### src/hw/fp_compare_code_pkg.sv
// shared constants and types for the compare and convert slice
// What this block does
// - unordered compare sets code, copies to chosen field
// - any nan operand gives unordered code
// - signaling nan operand sets signaling nan flag
// - compare touches code, signaling flag and the summaries it feeds only
// - opcode 63 xo 814: doubleword, status rounding
// - xo 815: doubleword, always toward zero
// - doubleword results saturate to max or min
// - result class field left untouched by conversions
// - set increment and inexact flags from rounding
// - doubleword forms illegal on 32-bit implementation
// - xo 14: word conversion, status rounding
// - word result in low half, high zero
// - word results saturate to max or min
// - word conversion updates the listed status flags
// - record bit copies summaries into field 1
package fp_compare_code_pkg;
  typedef logic [63:0] dword_t;
  typedef logic [31:0] instr_t;
  typedef logic [3:0]  cc_t;
  typedef logic [1:0]  rnd_t;
  typedef enum logic [2:0] {OP_NONE, OP_CMPU, OP_CVT_DW, OP_CVT_DWZ, OP_CVT_W} op_kind_t;
  ////////////////////////////////////////////////////////////////////////////
  // instruction fields, bit 0 of the word is our msb
  localparam int unsigned PRIM_HI = 31;
  localparam int unsigned PRIM_LO = 26;
  localparam int unsigned CRF_HI  = 25;
  localparam int unsigned CRF_LO  = 23;
  localparam int unsigned TGT_HI  = 25;
  localparam int unsigned TGT_LO  = 21;
  localparam int unsigned RA_HI   = 20;
  localparam int unsigned RA_LO   = 16;
  localparam int unsigned XO_HI   = 10;
  localparam int unsigned XO_LO   = 1;
  localparam int unsigned REC_BIT = 0;
  localparam logic [5:0] OPC_PRIMARY = 6'h3F;
  localparam logic [9:0] XO_CMPU     = 10'h000;
  localparam logic [9:0] XO_CVT_DW   = 10'h32E;
  localparam logic [9:0] XO_CVT_DWZ  = 10'h32F;
  localparam logic [9:0] XO_CVT_W    = 10'h00E;
  localparam logic [4:0] RA_ZERO     = 5'h00;
  ////////////////////////////////////////////////////////////////////////////
  // compare code patterns
  localparam cc_t CC_LESS  = 4'h8;
  localparam cc_t CC_GREAT = 4'h4;
  localparam cc_t CC_EQUAL = 4'h2;
  localparam cc_t CC_UNORD = 4'h1;
  // saturation patterns and magnitude limits
  localparam dword_t      DW_POS_MAX = 64'h7FFF_FFFF_FFFF_FFFF;
  localparam dword_t      DW_NEG_MIN = 64'h8000_0000_0000_0000;
  localparam logic [31:0] W_POS_MAX  = 32'h7FFF_FFFF;
  localparam logic [31:0] W_NEG_MIN  = 32'h8000_0000;
  localparam logic [64:0] DW_MAG_POS = 65'h0_7FFF_FFFF_FFFF_FFFF;
  localparam logic [64:0] DW_MAG_NEG = 65'h0_8000_0000_0000_0000;
  localparam logic [64:0] W_MAG_POS  = 65'h0_0000_0000_7FFF_FFFF;
  localparam logic [64:0] W_MAG_NEG  = 65'h0_0000_0000_8000_0000;
  // double format
  localparam logic [10:0]        EXP_ALL_ONES = 11'h7FF;
  localparam logic [10:0]        EXP_ONE      = 11'h001;
  localparam logic signed [12:0] EXP_BIAS     = 13'sh03FF;
  localparam logic signed [12:0] E_MAX        = 13'sh003F;
  localparam logic signed [12:0] E_MIN        = 13'sh1FC0;
  // rounding modes
  localparam rnd_t RND_NEAR = 2'h0;
  localparam rnd_t RND_ZERO = 2'h1;
  localparam rnd_t RND_PINF = 2'h2;
  localparam rnd_t RND_NINF = 2'h3;
endpackage

### src/hw/fp_op_if.sv
// operand and result bundle between the slice and its arithmetic leaves
interface fp_op_if;
  import fp_compare_code_pkg::*;
  dword_t cmp_a;
  dword_t cmp_b;
  cc_t    cmp_code;
  logic   cmp_snan;
  dword_t cvt_src;
  rnd_t   cvt_mode;
  logic   cvt_word;
  dword_t cvt_result;
  logic   cvt_inc;
  logic   cvt_inexact;
  logic   cvt_invalid;
  logic   cvt_snan;
  modport compare (input cmp_a, cmp_b, output cmp_code, cmp_snan);
  modport convert (input cvt_src, cvt_mode, cvt_word,
                   output cvt_result, cvt_inc, cvt_inexact, cvt_invalid, cvt_snan);
  modport ctrl    (output cmp_a, cmp_b, cvt_src, cvt_mode, cvt_word,
                   input cmp_code, cmp_snan, cvt_result, cvt_inc, cvt_inexact, cvt_invalid, cvt_snan);
endinterface

### src/hw/fp_compare_convert_unit.sv
// compare and convert slice: decode, status flags, result and condition outputs
module fp_compare_convert_unit (
  // clock and reset
  input  logic             clk_sys,
  input  logic             sys_rst,
  // issue from the sequencer
  input  logic             issue_valid,
  input  fp_compare_code_pkg::instr_t instr,
  input  fp_compare_code_pkg::dword_t src_a,
  input  fp_compare_code_pkg::dword_t src_b,
  // configuration and status levels kept elsewhere
  input  logic             impl_64bit,
  input  fp_compare_code_pkg::rnd_t   round_select,
  input  logic             invalid_enable,
  input  logic             inexact_enable,
  input  logic             overflow_flag,
  input  logic             status_clear,
  // results
  output logic             result_valid,
  output logic             illegal_instr,
  output logic             target_write,
  output logic [4:0]       target_index,
  output fp_compare_code_pkg::dword_t target_data,
  output logic             cr_field_write,
  output logic [2:0]       cr_field_index,
  output fp_compare_code_pkg::cc_t    cr_field_value,
  output logic             cr1_write,
  output logic [3:0]       cr1_value,
  // status flags
  output fp_compare_code_pkg::cc_t    fp_compare_code,
  output logic             rounding_increment_flag,
  output logic             inexact_flag,
  output logic             inexact_sticky,
  output logic             signaling_nan_invalid,
  output logic             invalid_convert_flag,
  output logic             exception_summary,
  output logic             enabled_summary,
  output logic             invalid_summary
);
  import fp_compare_code_pkg::*;

  fp_op_if op_bus ();

  fp_compare u_compare (
    .op (op_bus.compare)
  );

  fp_to_int u_to_int (
    .op (op_bus.convert)
  );

  ////////////////////////////////////////////////////////////////////////////
  // decode
  op_kind_t kind;
  logic     is_dword;
  logic     cmp_issue;
  logic     cvt_issue;
  logic     illegal_issue;
  logic     record;

  always_comb begin
    kind = OP_NONE;
    if (instr[PRIM_HI:PRIM_LO] == OPC_PRIMARY) begin
      case (instr[XO_HI:XO_LO])
        XO_CMPU:    kind = OP_CMPU;
        XO_CVT_DW:  kind = (instr[RA_HI:RA_LO] == RA_ZERO) ? OP_CVT_DW : OP_NONE;
        XO_CVT_DWZ: kind = (instr[RA_HI:RA_LO] == RA_ZERO) ? OP_CVT_DWZ : OP_NONE;
        XO_CVT_W:   kind = OP_CVT_W;
        default:    kind = OP_NONE;
      endcase
    end
  end

  assign is_dword      = (kind == OP_CVT_DW) || (kind == OP_CVT_DWZ);
  assign cmp_issue     = issue_valid && (kind == OP_CMPU);
  assign cvt_issue     = issue_valid && ((is_dword && impl_64bit) || (kind == OP_CVT_W));
  // a narrow core traps the doubleword forms and writes nothing
  assign illegal_issue = issue_valid && is_dword && !impl_64bit;
  assign record        = instr[REC_BIT];

  // all three conversion forms share one converter, so they share this path
  assign op_bus.cmp_a    = src_a;
  assign op_bus.cmp_b    = src_b;
  assign op_bus.cvt_src  = src_b;
  assign op_bus.cvt_mode = (kind == OP_CVT_DWZ) ? RND_ZERO : round_select;
  assign op_bus.cvt_word = (kind == OP_CVT_W);

  ////////////////////////////////////////////////////////////////////////////
  // state
  logic        valid_reg;
  logic        valid_next;
  logic        illegal_reg;
  logic        illegal_next;
  logic        twr_reg;
  logic        twr_next;
  logic [4:0]  tidx_reg;
  logic [4:0]  tidx_next;
  dword_t      tdata_reg;
  dword_t      tdata_next;
  logic        crw_reg;
  logic        crw_next;
  logic [2:0]  cridx_reg;
  logic [2:0]  cridx_next;
  cc_t         crval_reg;
  cc_t         crval_next;
  logic        cr1w_reg;
  logic        cr1w_next;
  logic [3:0]  cr1val_reg;
  logic [3:0]  cr1val_next;
  cc_t         cc_reg;
  cc_t         cc_next;
  logic        fr_reg;
  logic        fr_next;
  logic        fi_reg;
  logic        fi_next;
  logic        xx_reg;
  logic        xx_next;
  logic        snan_reg;
  logic        snan_next;
  logic        cvi_reg;
  logic        cvi_next;
  logic        fx_reg;
  logic        fx_next;
  logic        fex_reg;
  logic        fex_next;
  logic        vx_reg;
  logic        vx_next;
  logic        snan_set;
  logic        cvi_set;
  logic        xx_set;

  always_comb begin
    snan_set = (cmp_issue && op_bus.cmp_snan) || (cvt_issue && op_bus.cvt_snan);
    cvi_set  = cvt_issue && op_bus.cvt_invalid;
    xx_set   = cvt_issue && op_bus.cvt_inexact;
    // sticky bits: a set in the clearing cycle survives the clear
    snan_next = snan_set || (snan_reg && !status_clear);
    cvi_next  = cvi_set || (cvi_reg && !status_clear);
    xx_next   = xx_set || (xx_reg && !status_clear);
    // summary rises only on a flag going from clear to set
    // a flag cleared in this cycle counts as clear, so set wins here too
    fx_next   = (snan_set && (!snan_reg || status_clear)) || (cvi_set && (!cvi_reg || status_clear)) ||
                (xx_set && (!xx_reg || status_clear)) ||
                (fx_reg && !status_clear);
    vx_next   = snan_next || cvi_next;
    fex_next  = (vx_next && invalid_enable) || (xx_next && inexact_enable);
    // the compare leaves rounding flags alone and never raises cvi
    fr_next   = cvt_issue ? op_bus.cvt_inc : fr_reg;
    fi_next   = cvt_issue ? op_bus.cvt_inexact : fi_reg;
    // conversions leave the code untouched; no result class is kept here
    cc_next   = cmp_issue ? op_bus.cmp_code : cc_reg;
    valid_next   = cmp_issue || cvt_issue || illegal_issue;
    illegal_next = illegal_issue;
    twr_next     = cvt_issue;
    tidx_next    = cvt_issue ? instr[TGT_HI:TGT_LO] : tidx_reg;
    tdata_next   = cvt_issue ? op_bus.cvt_result : tdata_reg;
    crw_next     = cmp_issue;
    cridx_next   = cmp_issue ? instr[CRF_HI:CRF_LO] : cridx_reg;
    crval_next   = cmp_issue ? op_bus.cmp_code : crval_reg;
    cr1w_next    = cvt_issue && record;
    cr1val_next  = cr1w_next ? {fx_next, fex_next, vx_next, overflow_flag} : cr1val_reg;
  end

  always_ff @(posedge clk_sys) begin
    if (sys_rst) begin
      valid_reg   <= 1'b0;
      illegal_reg <= 1'b0;
      twr_reg     <= 1'b0;
      tidx_reg    <= 5'h00;
      tdata_reg   <= 64'h0;
      crw_reg     <= 1'b0;
      cridx_reg   <= 3'h0;
      crval_reg   <= 4'h0;
      cr1w_reg    <= 1'b0;
      cr1val_reg  <= 4'h0;
      cc_reg      <= 4'h0;
      fr_reg      <= 1'b0;
      fi_reg      <= 1'b0;
      xx_reg      <= 1'b0;
      snan_reg    <= 1'b0;
      cvi_reg     <= 1'b0;
      fx_reg      <= 1'b0;
      fex_reg     <= 1'b0;
      vx_reg      <= 1'b0;
    end else begin
      valid_reg   <= valid_next;
      illegal_reg <= illegal_next;
      twr_reg     <= twr_next;
      tidx_reg    <= tidx_next;
      tdata_reg   <= tdata_next;
      crw_reg     <= crw_next;
      cridx_reg   <= cridx_next;
      crval_reg   <= crval_next;
      cr1w_reg    <= cr1w_next;
      cr1val_reg  <= cr1val_next;
      cc_reg      <= cc_next;
      fr_reg      <= fr_next;
      fi_reg      <= fi_next;
      xx_reg      <= xx_next;
      snan_reg    <= snan_next;
      cvi_reg     <= cvi_next;
      fx_reg      <= fx_next;
      fex_reg     <= fex_next;
      vx_reg      <= vx_next;
    end
  end

  assign result_valid            = valid_reg;
  assign illegal_instr           = illegal_reg;
  assign target_write            = twr_reg;
  assign target_index            = tidx_reg;
  assign target_data             = tdata_reg;
  assign cr_field_write          = crw_reg;
  assign cr_field_index          = cridx_reg;
  assign cr_field_value          = crval_reg;
  assign cr1_write               = cr1w_reg;
  assign cr1_value               = cr1val_reg;
  assign fp_compare_code         = cc_reg;
  assign rounding_increment_flag = fr_reg;
  assign inexact_flag            = fi_reg;
  assign inexact_sticky          = xx_reg;
  assign signaling_nan_invalid   = snan_reg;
  assign invalid_convert_flag    = cvi_reg;
  assign exception_summary       = fx_reg;
  assign enabled_summary         = fex_reg;
  assign invalid_summary         = vx_reg;

  logic src_b_pinf;
  logic src_b_ninf;
  logic any_nan;
  assign src_b_pinf = (src_b == 64'h7FF0_0000_0000_0000);
  assign src_b_ninf = (src_b == 64'hFFF0_0000_0000_0000);
  assign any_nan    = ((src_a[62:52] == EXP_ALL_ONES) && (src_a[51:0] != 52'h0)) ||
                      ((src_b[62:52] == EXP_ALL_ONES) && (src_b[51:0] != 52'h0));
endmodule

### src/hw/fp_compare.sv
// unordered double compare, purely combinational
module fp_compare (
  fp_op_if.compare op
);
  import fp_compare_code_pkg::*;
  logic nan_a;
  logic nan_b;
  logic both_zero;
  logic mag_gt;
  always_comb begin
    nan_a     = (op.cmp_a[62:52] == EXP_ALL_ONES) && (op.cmp_a[51:0] != 52'h0);
    nan_b     = (op.cmp_b[62:52] == EXP_ALL_ONES) && (op.cmp_b[51:0] != 52'h0);
    both_zero = (op.cmp_a[62:0] == 63'h0) && (op.cmp_b[62:0] == 63'h0);
    mag_gt    = op.cmp_a[62:0] > op.cmp_b[62:0];
    // quiet bit clear on a nan marks it signaling
    op.cmp_snan = (nan_a && !op.cmp_a[51]) || (nan_b && !op.cmp_b[51]);
    if (nan_a || nan_b) begin
      op.cmp_code = CC_UNORD;
    end else if (both_zero || (op.cmp_a == op.cmp_b)) begin
      // signed zeros compare equal
      op.cmp_code = CC_EQUAL;
    end else if (op.cmp_a[63] != op.cmp_b[63]) begin
      op.cmp_code = op.cmp_a[63] ? CC_LESS : CC_GREAT;
    end else begin
      op.cmp_code = (op.cmp_a[63] ^ mag_gt) ? CC_GREAT : CC_LESS;
    end
  end
endmodule

### src/hw/fp_to_int.sv
// double to signed integer conversion, word or doubleword, combinational
module fp_to_int (
  fp_op_if.convert op
);
  import fp_compare_code_pkg::*;
  logic               sgn;
  logic [10:0]        exp_eff;
  logic [52:0]        mant;
  logic signed [12:0] uexp;
  logic [12:0]        neg_exp;
  logic               is_nan;
  logic               big;
  logic               tiny;
  logic [191:0]       fixed;
  logic               guard;
  logic               sticky;
  logic               inc;
  logic [64:0]        mag;
  logic [64:0]        limit;
  logic               ovf;
  logic [63:0]        sres;
  always_comb begin
    sgn     = op.cvt_src[63];
    exp_eff = (op.cvt_src[62:52] == 11'h000) ? EXP_ONE : op.cvt_src[62:52];
    mant    = {op.cvt_src[62:52] != 11'h000, op.cvt_src[51:0]};
    uexp    = $signed({2'b00, exp_eff}) - EXP_BIAS;
    neg_exp = 13'h0 - uexp;
    is_nan  = (op.cvt_src[62:52] == EXP_ALL_ONES) && (op.cvt_src[51:0] != 52'h0);
    // infinities fall into big; one wide shifter covers both widths
    big     = uexp > E_MAX;
    tiny    = uexp < E_MIN;
    fixed   = 192'h0;
    if (!big && !tiny) begin
      if (!uexp[12]) begin
        fixed = {63'h0, mant, 76'h0} << uexp[5:0];
      end else begin
        fixed = {63'h0, mant, 76'h0} >> neg_exp[6:0];
      end
    end
    guard  = fixed[127];
    sticky = (|fixed[126:0]) || (tiny && (mant != 53'h0));
    case (op.cvt_mode)
      RND_NEAR: inc = guard && (sticky || fixed[128]);
      RND_ZERO: inc = 1'b0;
      RND_PINF: inc = !sgn && (guard || sticky);
      RND_NINF: inc = sgn && (guard || sticky);
      default:  inc = 1'b0;
    endcase
    mag = {1'b0, fixed[191:128]} + {64'h0, inc};
    if (op.cvt_word) begin
      limit = sgn ? W_MAG_NEG : W_MAG_POS;
    end else begin
      limit = sgn ? DW_MAG_NEG : DW_MAG_POS;
    end
    ovf  = is_nan || big || (mag > limit);
    sres = sgn ? (~mag[63:0] + 64'h1) : mag[63:0];
    op.cvt_snan    = is_nan && !op.cvt_src[51];
    op.cvt_invalid = ovf;
    op.cvt_inc     = inc && !ovf;
    op.cvt_inexact = (guard || sticky) && !ovf;
    if (op.cvt_word) begin
      if (ovf) begin
        op.cvt_result = {32'h0, (sgn || is_nan) ? W_NEG_MIN : W_POS_MAX};
      end else begin
        op.cvt_result = {32'h0, sres[31:0]};
      end
    end else if (ovf) begin
      op.cvt_result = (sgn || is_nan) ? DW_NEG_MIN : DW_POS_MAX;
    end else begin
      op.cvt_result = sres;
    end
  end
endmodule

### config.mk
export PLATFORM = sky130hd
export DESIGN_NAME = fp_compare_convert_unit
export DESIGN_NICKNAME = d
export VERILOG_FILES = /design/src/hw/fp_compare_code_pkg.sv /design/src/hw/fp_op_if.sv /design/src/hw/fp_compare_convert_unit.sv /design/src/hw/fp_compare.sv /design/src/hw/fp_to_int.sv
export SDC_FILE = /design/constraint.sdc
export NUM_CORES = 1
export LEC_CHECK = 0
export BUFFER_PORTS_ARGS = -buffer_cell sky130_fd_sc_hd__buf_4
export CAP_MARGIN = 10
export CORE_ASPECT_RATIO = 1.5
export CORE_MARGIN = 4
export CORE_UTILIZATION = 61
export CTS_BUF_LIST = sky130_fd_sc_hd__clkbuf_2 sky130_fd_sc_hd__clkbuf_4 sky130_fd_sc_hd__clkbuf_8
export CTS_CLUSTER_SIZE = 24
export DETAILED_ROUTE_END_ITERATION = 12
export PLACE_DENSITY = 0.85
export SYNTH_ARGS = -nofsm -noshare
export SYNTH_HDL_FRONTEND = slang
export SYNTH_SLANG_ARGS = --single-unit
### constraint.sdc
create_clock -name clk_sys -period 12.98 [get_ports clk_sys]
set_clock_uncertainty 0.2 [all_clocks]
set_input_delay 1.298 -clock clk_sys [delete_from_list [all_inputs] [get_ports clk_sys]]
set_output_delay 1.298 -clock clk_sys [all_outputs]
set_load 0.05 [all_outputs]
==> summary.txt, run 1 <==
Run status
  – Status: stopped before the end
  – Halt Stage: 5_1_grt
  – First Err: [ERROR GRT-0116] Global routing finished with congestion. Check the congestion regions in the DRC Viewer.

Synthesis
  – Synth Flop Type: dfxtp_1
  – Mean Syn Cell Area: 7.00 um^2
  – Syn_nets: 2,994
  – Post-synthesis sequential area ratio: 9.85%
  – Synth cell types: 102
  – Number of synthesized flops with an enable pin: 0
  – Flops & latches, synth: 93
  – Ys Warns: 0
  – Cells after synthesis: 2,702
  – Async SR Flop Fraction: 0%
  – Synthesized area: 0.0189 mm^2

Floorplan
  – Die Wd: 152 um
  – Ports: 267
  – # rows: 78
  – Initial core utilization: 62.1%
  – Die Height: 224 um

Clock tree
  – Setup repair bufs after CTS: 0
  – Max Root-Sink Buffers: 2
  – Clock Sinks: 93
  – Clock Root Buffer: clkbuf_8
  – CTS Buf Count: 9
  – Hold_buf cts: 0
  – Post-CTS sizing: 0
  – H-tree depth: 3

Placement
  – Placer Congestion: 1.24
  – Port Buffers: 261
  – DP HPWL: 75.7 mm

GRT
  – Largest net degree at the start of global routing: 91
  – Vias in the first global route: 26,270
  – Total grt overflow: 50
  – First-pass GRT wire length: 163 mm
  – GRT Util Overall: 61.9%
[cell families after synthesis]
| family | count (synthesis) | share of synthesized area, % |
|---|---|---|
| AO/OA/AOI/OAI | 872 | 33.5 |
| XOR/XNOR | 111 | 5.14 |
| adder cells (fa/ha/maj) | 124 | 8.18 |
| buffers and inverters | 326 | 6.84 |
| flip-flops | 93 | 9.85 |
| multiplexers | 104 | 7.49 |
| AND/OR/NAND/NOR | 1072 | 29.0 |
[cells in the mapped netlist, drive strengths merged (25+ instances only)]
cell	n	area, um^2
a221oi	36	340
a31oi	32	206
mux2i	66	661
nand4	80	500
a211oi	55	418
nand2b	27	169
o31ai	40	343
xor2	38	333
nor3	111	566
o311ai	28	270
nor2	237	895
xnor2	73	639
nand3	102	510
a21o	39	293
inv	90	338
nor3b	32	240
o211ai	32	245
mux4	29	653
o21ai	149	746
buf	61	298
o22ai	37	231
nor4	79	537
nor2b	26	163
clkbuf	171	642
a22o	32	282
a2111oi	25	269
ha	122	1530
dfxtp	93	1860
nand2	235	882
a22oi	29	218
a21oi	144	721
or3	25	156
[metal layers]
layer | GRT usage, % | GRT overflow
met1 | 61.3 | 0
met2 | 85.3 | 21
met3 | 35.8 | 3
met4 | 64.8 | 26
met5 | 4.71 | 0
[stage by stage]
| stage | setup slack, ns | hold slack, ns | utilization (%) | cell area, um^2 | cells |
|---|---|---|---|---|---|
| 2_1_floorplan | 1.43 | 0.469 | - | 18900 | 2702 |
| 3_3_place_gp | 0.786 | 0.237 | 72.2 | 22000 | 3311 |
| 4_1_cts | 0.922 | 0.262 | 72.8 | 22200 | 3327 |
| 3_5_place_dp | 0.525 | 0.246 | 72.2 | 22000 | 3311 |
==> inputs of run 2 (changes only) <==
CORE_ASPECT_RATIO = not set   (was 1.5)
CORE_UTILIZATION = 40   (was 61)
CTS_BUF_LIST = not set   (was sky130_fd_sc_hd__clkbuf_2 sky130_fd_sc_hd__clkbuf_4 sky130_fd_sc_hd__clkbuf_8)
CTS_CLUSTER_SIZE = not set   (was 24)
PLACE_DENSITY = not set   (was 0.85)
PLACE_DENSITY_LB_ADDON = 0.15   (was not set)
==> summary.txt, run 2 <==
Run status
  – Status: complete, no violations

Setup path
  – CP delay by family, top: compound AO/OA/AOI/OAI gates
  – Worst Setup End Kind: flop
  – Arrival time at the worst endpoint: 12.39 ns
  – Critical Path Source Type: input pin
  – CP max stage cell: o21ai_0
  – Most frequent CP cell: a21o_1
  – Maximum net fanout on the critical path: 23
  – Slowest stage delay, CP: 0.89 ns
  – Worst Path Required: 13.04 ns
  – Kind of critical path: in -> reg
  – Bufs and invs on worst path: 5

Synthesis
  – Flops & latches, synth: 93
  – Cells after synthesis: 2,702
  – Post-synthesis sequential area ratio: 9.85%
  – Number of synthesized flops with an enable pin: 0
  – Synthesized area: 0.0189 mm^2
  – Yosys top cell by area: dfxtp_1
  – Synth top area cells: dfxtp_1 9.8%, ha_1 8.1%, nand2_1 4.7%
  – Synth cell types: 102
  – Synth top cells by count: 235 x nand2_1, 235 x nor2_1, 171 x clkbuf_1
  – Ys Warns: 0
  – Syn_nets: 2,994
  – Synth top area share: 9.85%
  – Synth Flop Type: dfxtp_1
  – Async SR Flop Fraction: 0%
  – Mean Syn Cell Area: 7.00 um^2

Drt
  – WL/cell: 28.2 um
  – Drt total wl: 102 mm
  – DRT iter0 DRCs: 2,641
  – Vias per cell: 6.78
  – Routed Antenna Nets: 0
  – DRT Pass-1 Iters: 6
  – DRC violations left: 0
  – Via count: 24,431

Finish
  – Final Instance Area: 0.0231 mm^2
  – Max reg flops: 64
  – Multi-input gate area: 0.0159 mm^2
  – Layout Cells excl Fill: 3,605
  – Filler cell count: 4,761
  – Fin nets: 3,285
  – Ant diodes: 0
  – Most common cell after layout, fill and taps aside: buf_4
  – Layout cells sized above 1: 21.5%
  – Commonest cells after routing, fill and taps aside: 504 x buf_4, 235 x nand2_1, 232 x nor2_1
  – Reg area: 0.00186 mm^2
  – Layout area overhead: 22.1%

Timing
  – Setup TNS: 0 ns
  – Final Max Slew Viols: 0
  – Setup-failing EPs final: 0
  – RSZ-0062 raised after global routing: no
  – Worst-margin pin slew: 1.22 ns
  – Ratio of final minimum period to clock period: 95.0%
  – Minimum clock period after layout: 12.33 ns
  – Slew headroom: 18.2%
  – Peak Freq: 81.1 MHz
  – Final hold vios: 0
  – Hold_ws: 0.250 ns

Floorplan
  – # rows: 79
  – Die Wd: 225 um
  – Initial core utilization: 40.5%
  – Total die area: 0.0508 mm^2
  – Die Height: 225 um
  – Ports: 267
  – Core box area: 0.0467 mm^2

GRT
  – Initial antenna violation count: 1
  – Total grt overflow: 0
  – Largest net degree at the start of global routing: 93
  – GRT Util Overall: 38.0%
  – Vias in the first global route: 23,033
  – First-pass GRT wire length: 149 mm

Clock tree
  – H-tree depth: 3
  – Worst skew pair latency: 0.35 ns
  – Max Root-Sink Buffers: 2
  – CTS tree: built
  – Clock-pin slew on the worst setup and hold paths: 0.07 ns
  – Clock Sinks: 93
  – CTS Buf Count: 9
  – Clock Root Buffer: clkbuf_16

Run
  – Max Cap Viol: 0

Placement
  – Port Buffers: 261
  – Placer Congestion: 1.04
  – DP HPWL: 82.5 mm
  – DP Cell Count: 3,585
  – DP Area: 0.0227 mm^2

Power
  – Power Density: 60.5 mW/mm^2
  – Pleak: 0.00957 uW
  – Worst VDD drop: 0.0510 mV

Min path
  – Min-Delay Path Class: reg -> reg
-- run 2: kinds of logic after synthesis --
logic type | share of synthesized area (%)
compound gates | 33.5
xor+xnor | 5.14
fa+ha+maj | 8.18
buf+inv | 6.84
flops | 9.85
mux | 7.49
simple gates | 29.0
-- run 2: layout make-up --
| cell class | count | area share, % |
|---|---|---|
| clock buffers | 9 | 0.976 |
| clock inverters | 7 | 0.444 |
| inverters | 94 | 1.53 |
| multi-input cells | 2283 | 68.7 |
| flip-flops and latches | 93 | 8.06 |
| well taps | 607 | 3.29 |
| repair buffers | 512 | 17.0 |
-- run 2: metrics by stage --
step                      worst slack, ns  utilization [%]  total power [uW]
after floorplan                      1.43                -               740
after global placement              0.284             48.7              1070
after detailed placement            0.121             48.7              1080
after CTS                           0.452             49.4              1370
after global routing              0.00722             49.5              1450
final                               0.648             49.5              1400
-- run 2: final timing paths --
| check | start | end | slack (ns) | cells past startpoint |
|---|---|---|---|---|
| max reg2reg | inexact_sticky | cr1_value[3] | 11.27 | 5 |
| max | src_b[55] | cr1_value[3] | 0.65 | 43 |
| min | cr_field_index[2] | cr_field_index[2] | 0.25 | 2 |
| min reg2reg | cr_field_index[2] | cr_field_index[2] | 0.25 | 2 |
-- run 2: layer usage --
metal	up-vias	part of all wire [%]	wire [um]	track usage [%]
li1	11064	-	-	-
met1	11541	39	39400	47.0
met2	1467	45	45500	61.6
met3	357	8.5	8660	5.69
met4	2	8.0	8110	24.5
met5	-	0.016	16	0
-- run 2: timing repair --
action                                  in CTS  in global routing
resized for setup                            0                  3
hold buffers                                 0                  0
endpoints found under the setup margin       0                 73
buffers inserted                             0                  3
-- run 2: power breakdown --
part           switching [uW]  total, uW  internal (uW)  leakage, uW
clock network             116        288            172     0.000163
registers             0.00155        285            285     0.000749
logic                     526        823            297      0.00866
-- run 2: worst min-delay path: cells and delay by family, from the launching register on --
family | cells | cell delay (ns)
compound gates | 1 | 0.05
flops | 1 | 0.31
simple gates | 1 | 0.05
Note: power is estimated with default switching activity, not from simulation.
==> inputs of run 3 (changes only) <==
CELL_PAD_IN_SITES_DETAIL_PLACEMENT = 0   (was not set)
CELL_PAD_IN_SITES_GLOBAL_PLACEMENT = 1   (was not set)
GPL_TIMING_DRIVEN = 0   (was not set)
==> summary.txt, run 3 (synthesis gave the netlist of run 2 again) <==
Finish
  – Layout cells sized above 1: 18.3%
  – Filler cell count: 4,810
  – Most common cell after layout, fill and taps aside: buf_4
  – Final Instance Area: 0.0225 mm^2
  – Commonest cells after routing, fill and taps aside: 262 x buf_4, 234 x nand2_1, 232 x nor2_1
  – Ant diodes: 0
  – Fin nets: 3,267
  – Max reg flops: 64
  – Layout area overhead: 19.2%
  – Layout Cells excl Fill: 3,587

Timing
  – Peak Freq: 78.1 MHz
  – Final Max Slew Viols: 0
  – Setup TNS: 0 ns
  – Final WS setup: 0.172 ns
  – Worst-margin pin slew: 1.40 ns
  – Slew headroom: 5.56%
  – Setup-failing EPs final: 0
  – Ratio of final minimum period to clock period: 98.7%
  – Final hold vios: 0
  – Minimum clock period after layout: 12.81 ns

Setup path
  – Kind of critical path: in -> reg
  – Arrival time at the worst endpoint: 12.85 ns
  – Worst Setup End Kind: flop
  – Worst reg2reg path depth: 5
  – R2r setup slk: 11.21 ns
  – Critical Path Source Type: input pin
  – CP endpoint: target_data[36]
  – Crit path depth: 44
  – CP delay by family, top: compound AO/OA/AOI/OAI gates
  – Reg-to-reg endpoint: cr1_value[3]
  – R2R Path Start: inexact_sticky
  – Maximum net fanout on the critical path: 10
  – CP max stage cell: o311ai_1
  – Worst Setup SP: src_b[60]
  – Slowest stage delay, CP: 0.85 ns
  – Worst Path Required: 13.02 ns
  – Most frequent CP cell: a21o_1
  – Bufs and invs on worst path: 7

Floorplan
  – Die Height: 225 um
  – Initial core utilization: 40.5%
  – Die Wd: 225 um
  – Ports: 267
  – # rows: 79
  – Core box area: 0.0467 mm^2
  – Total die area: 0.0508 mm^2

Clock tree
  – Clock-pin slew on the worst setup and hold paths: 0.07 ns
  – Max Root-Sink Buffers: 2
  – Clock Sinks: 93
  – Clock Root Buffer: clkbuf_16
  – Worst skew pair latency: 0.35 ns
  – Hold_buf cts: 0
  – CTS tree: built
  – H-tree depth: 3
  – CTS Buf Count: 9

GRT
  – Initial antenna violation count: 1
  – Vias in the first global route: 24,454
  – Total grt overflow: 0
  – First-pass GRT wire length: 167 mm
  – GRT Util Overall: 43.8%
  – Largest net degree at the start of global routing: 33

Min path
  – Min-Delay Path Class: reg -> reg

Drt
  – DRT Pass-1 Iters: 9
  – Vias per cell: 7.23
  – Via count: 25,931
  – DRC violations left: 0
  – Routed Antenna Nets: 0
  – DRT iter0 DRCs: 3,629
  – Drt total wl: 117 mm
  – WL/cell: 32.7 um

Power
  – Pleak: 0.00897 uW
  – Tot Pwr: 1380 uW
  – Worst VDD drop: 0.0651 mV
  – Power Density: 61.4 mW/mm^2

Run status
  – Status: complete, no violations

Placement
  – DP HPWL: 94.4 mm
  – DP Cell Count: 3,556
  – Pre-CTS WS: -2.34 ns
  – Placer Congestion: 1.12
  – DP Area: 0.0215 mm^2
  – Port Buffers: 239

Run
  – Max Cap Viol: 0
## run 3: area by class of cell
cell class	count	area, um^2	area share (%)
multi-input cells	2283	16300	72.1
repair buffers	264	1990	8.83
plain buffers	230	1020	4.55
inverters	94	354	1.57
well taps	607	759	3.37
clock inverters	7	68.8	0.305
clock buffers	9	225	0.999
flip-flops and latches	93	1860	8.26
## run 3: routing by layer
layer | share of wire, % | vias to the layer above | wire length (um) | track usage, %
li1 | - | 11041 | - | -
met1 | 36 | 12160 | 41900 | 51.2
met2 | 43 | 2104 | 50200 | 68.3
met3 | 11 | 624 | 12700 | 10.2
met4 | 11 | 2 | 12500 | 36.0
met5 | 0.072 | - | 85 | 0
## run 3: per-stage QoR
step / hold slack, ns / utilization, %
after floorplan: 0.469 / -
after global placement: 0.240 / 46.0
after detailed placement: 0.250 / 46.1
after CTS: 0.260 / 47.6
after global routing: 0.279 / 48.3
final: 0.256 / 48.3
## run 3: how the worst min path moves through the flow
stage / from / end / cells past startpoint
final: target_index[4] / target_index[4] / 2
after detailed placement: target_index[1] / target_index[1] / 2
after global routing: target_data[37] / target_data[37] / 2
after CTS: target_index[1] / target_index[1] / 2
after floorplan: cr_field_index[0] / cr_field_index[0] / 2
after global placement: target_data[14] / target_data[14] / 2
## run 3: worst register-to-register path: cells and delay by family, from the launching register on
family / cells / cell delay (ns)
AO/OA/AOI/OAI: 3 / 0.79
flip-flops: 1 / 0.33
AND/OR/NAND/NOR: 2 / 0.31
## run 3: power by group
group,total [uW],switching (uW),internal [uW]
Clock,256,121,135
Sequential,285,0.00159,285
Combinational,843,584,260
Total,1380,705,679
## run 3: repair_timing
item                                    CTS  global route
endpoints found under the setup margin   74            74
resized for setup                        98            77
buffers inserted                          8             7
pin swaps                                 4             6
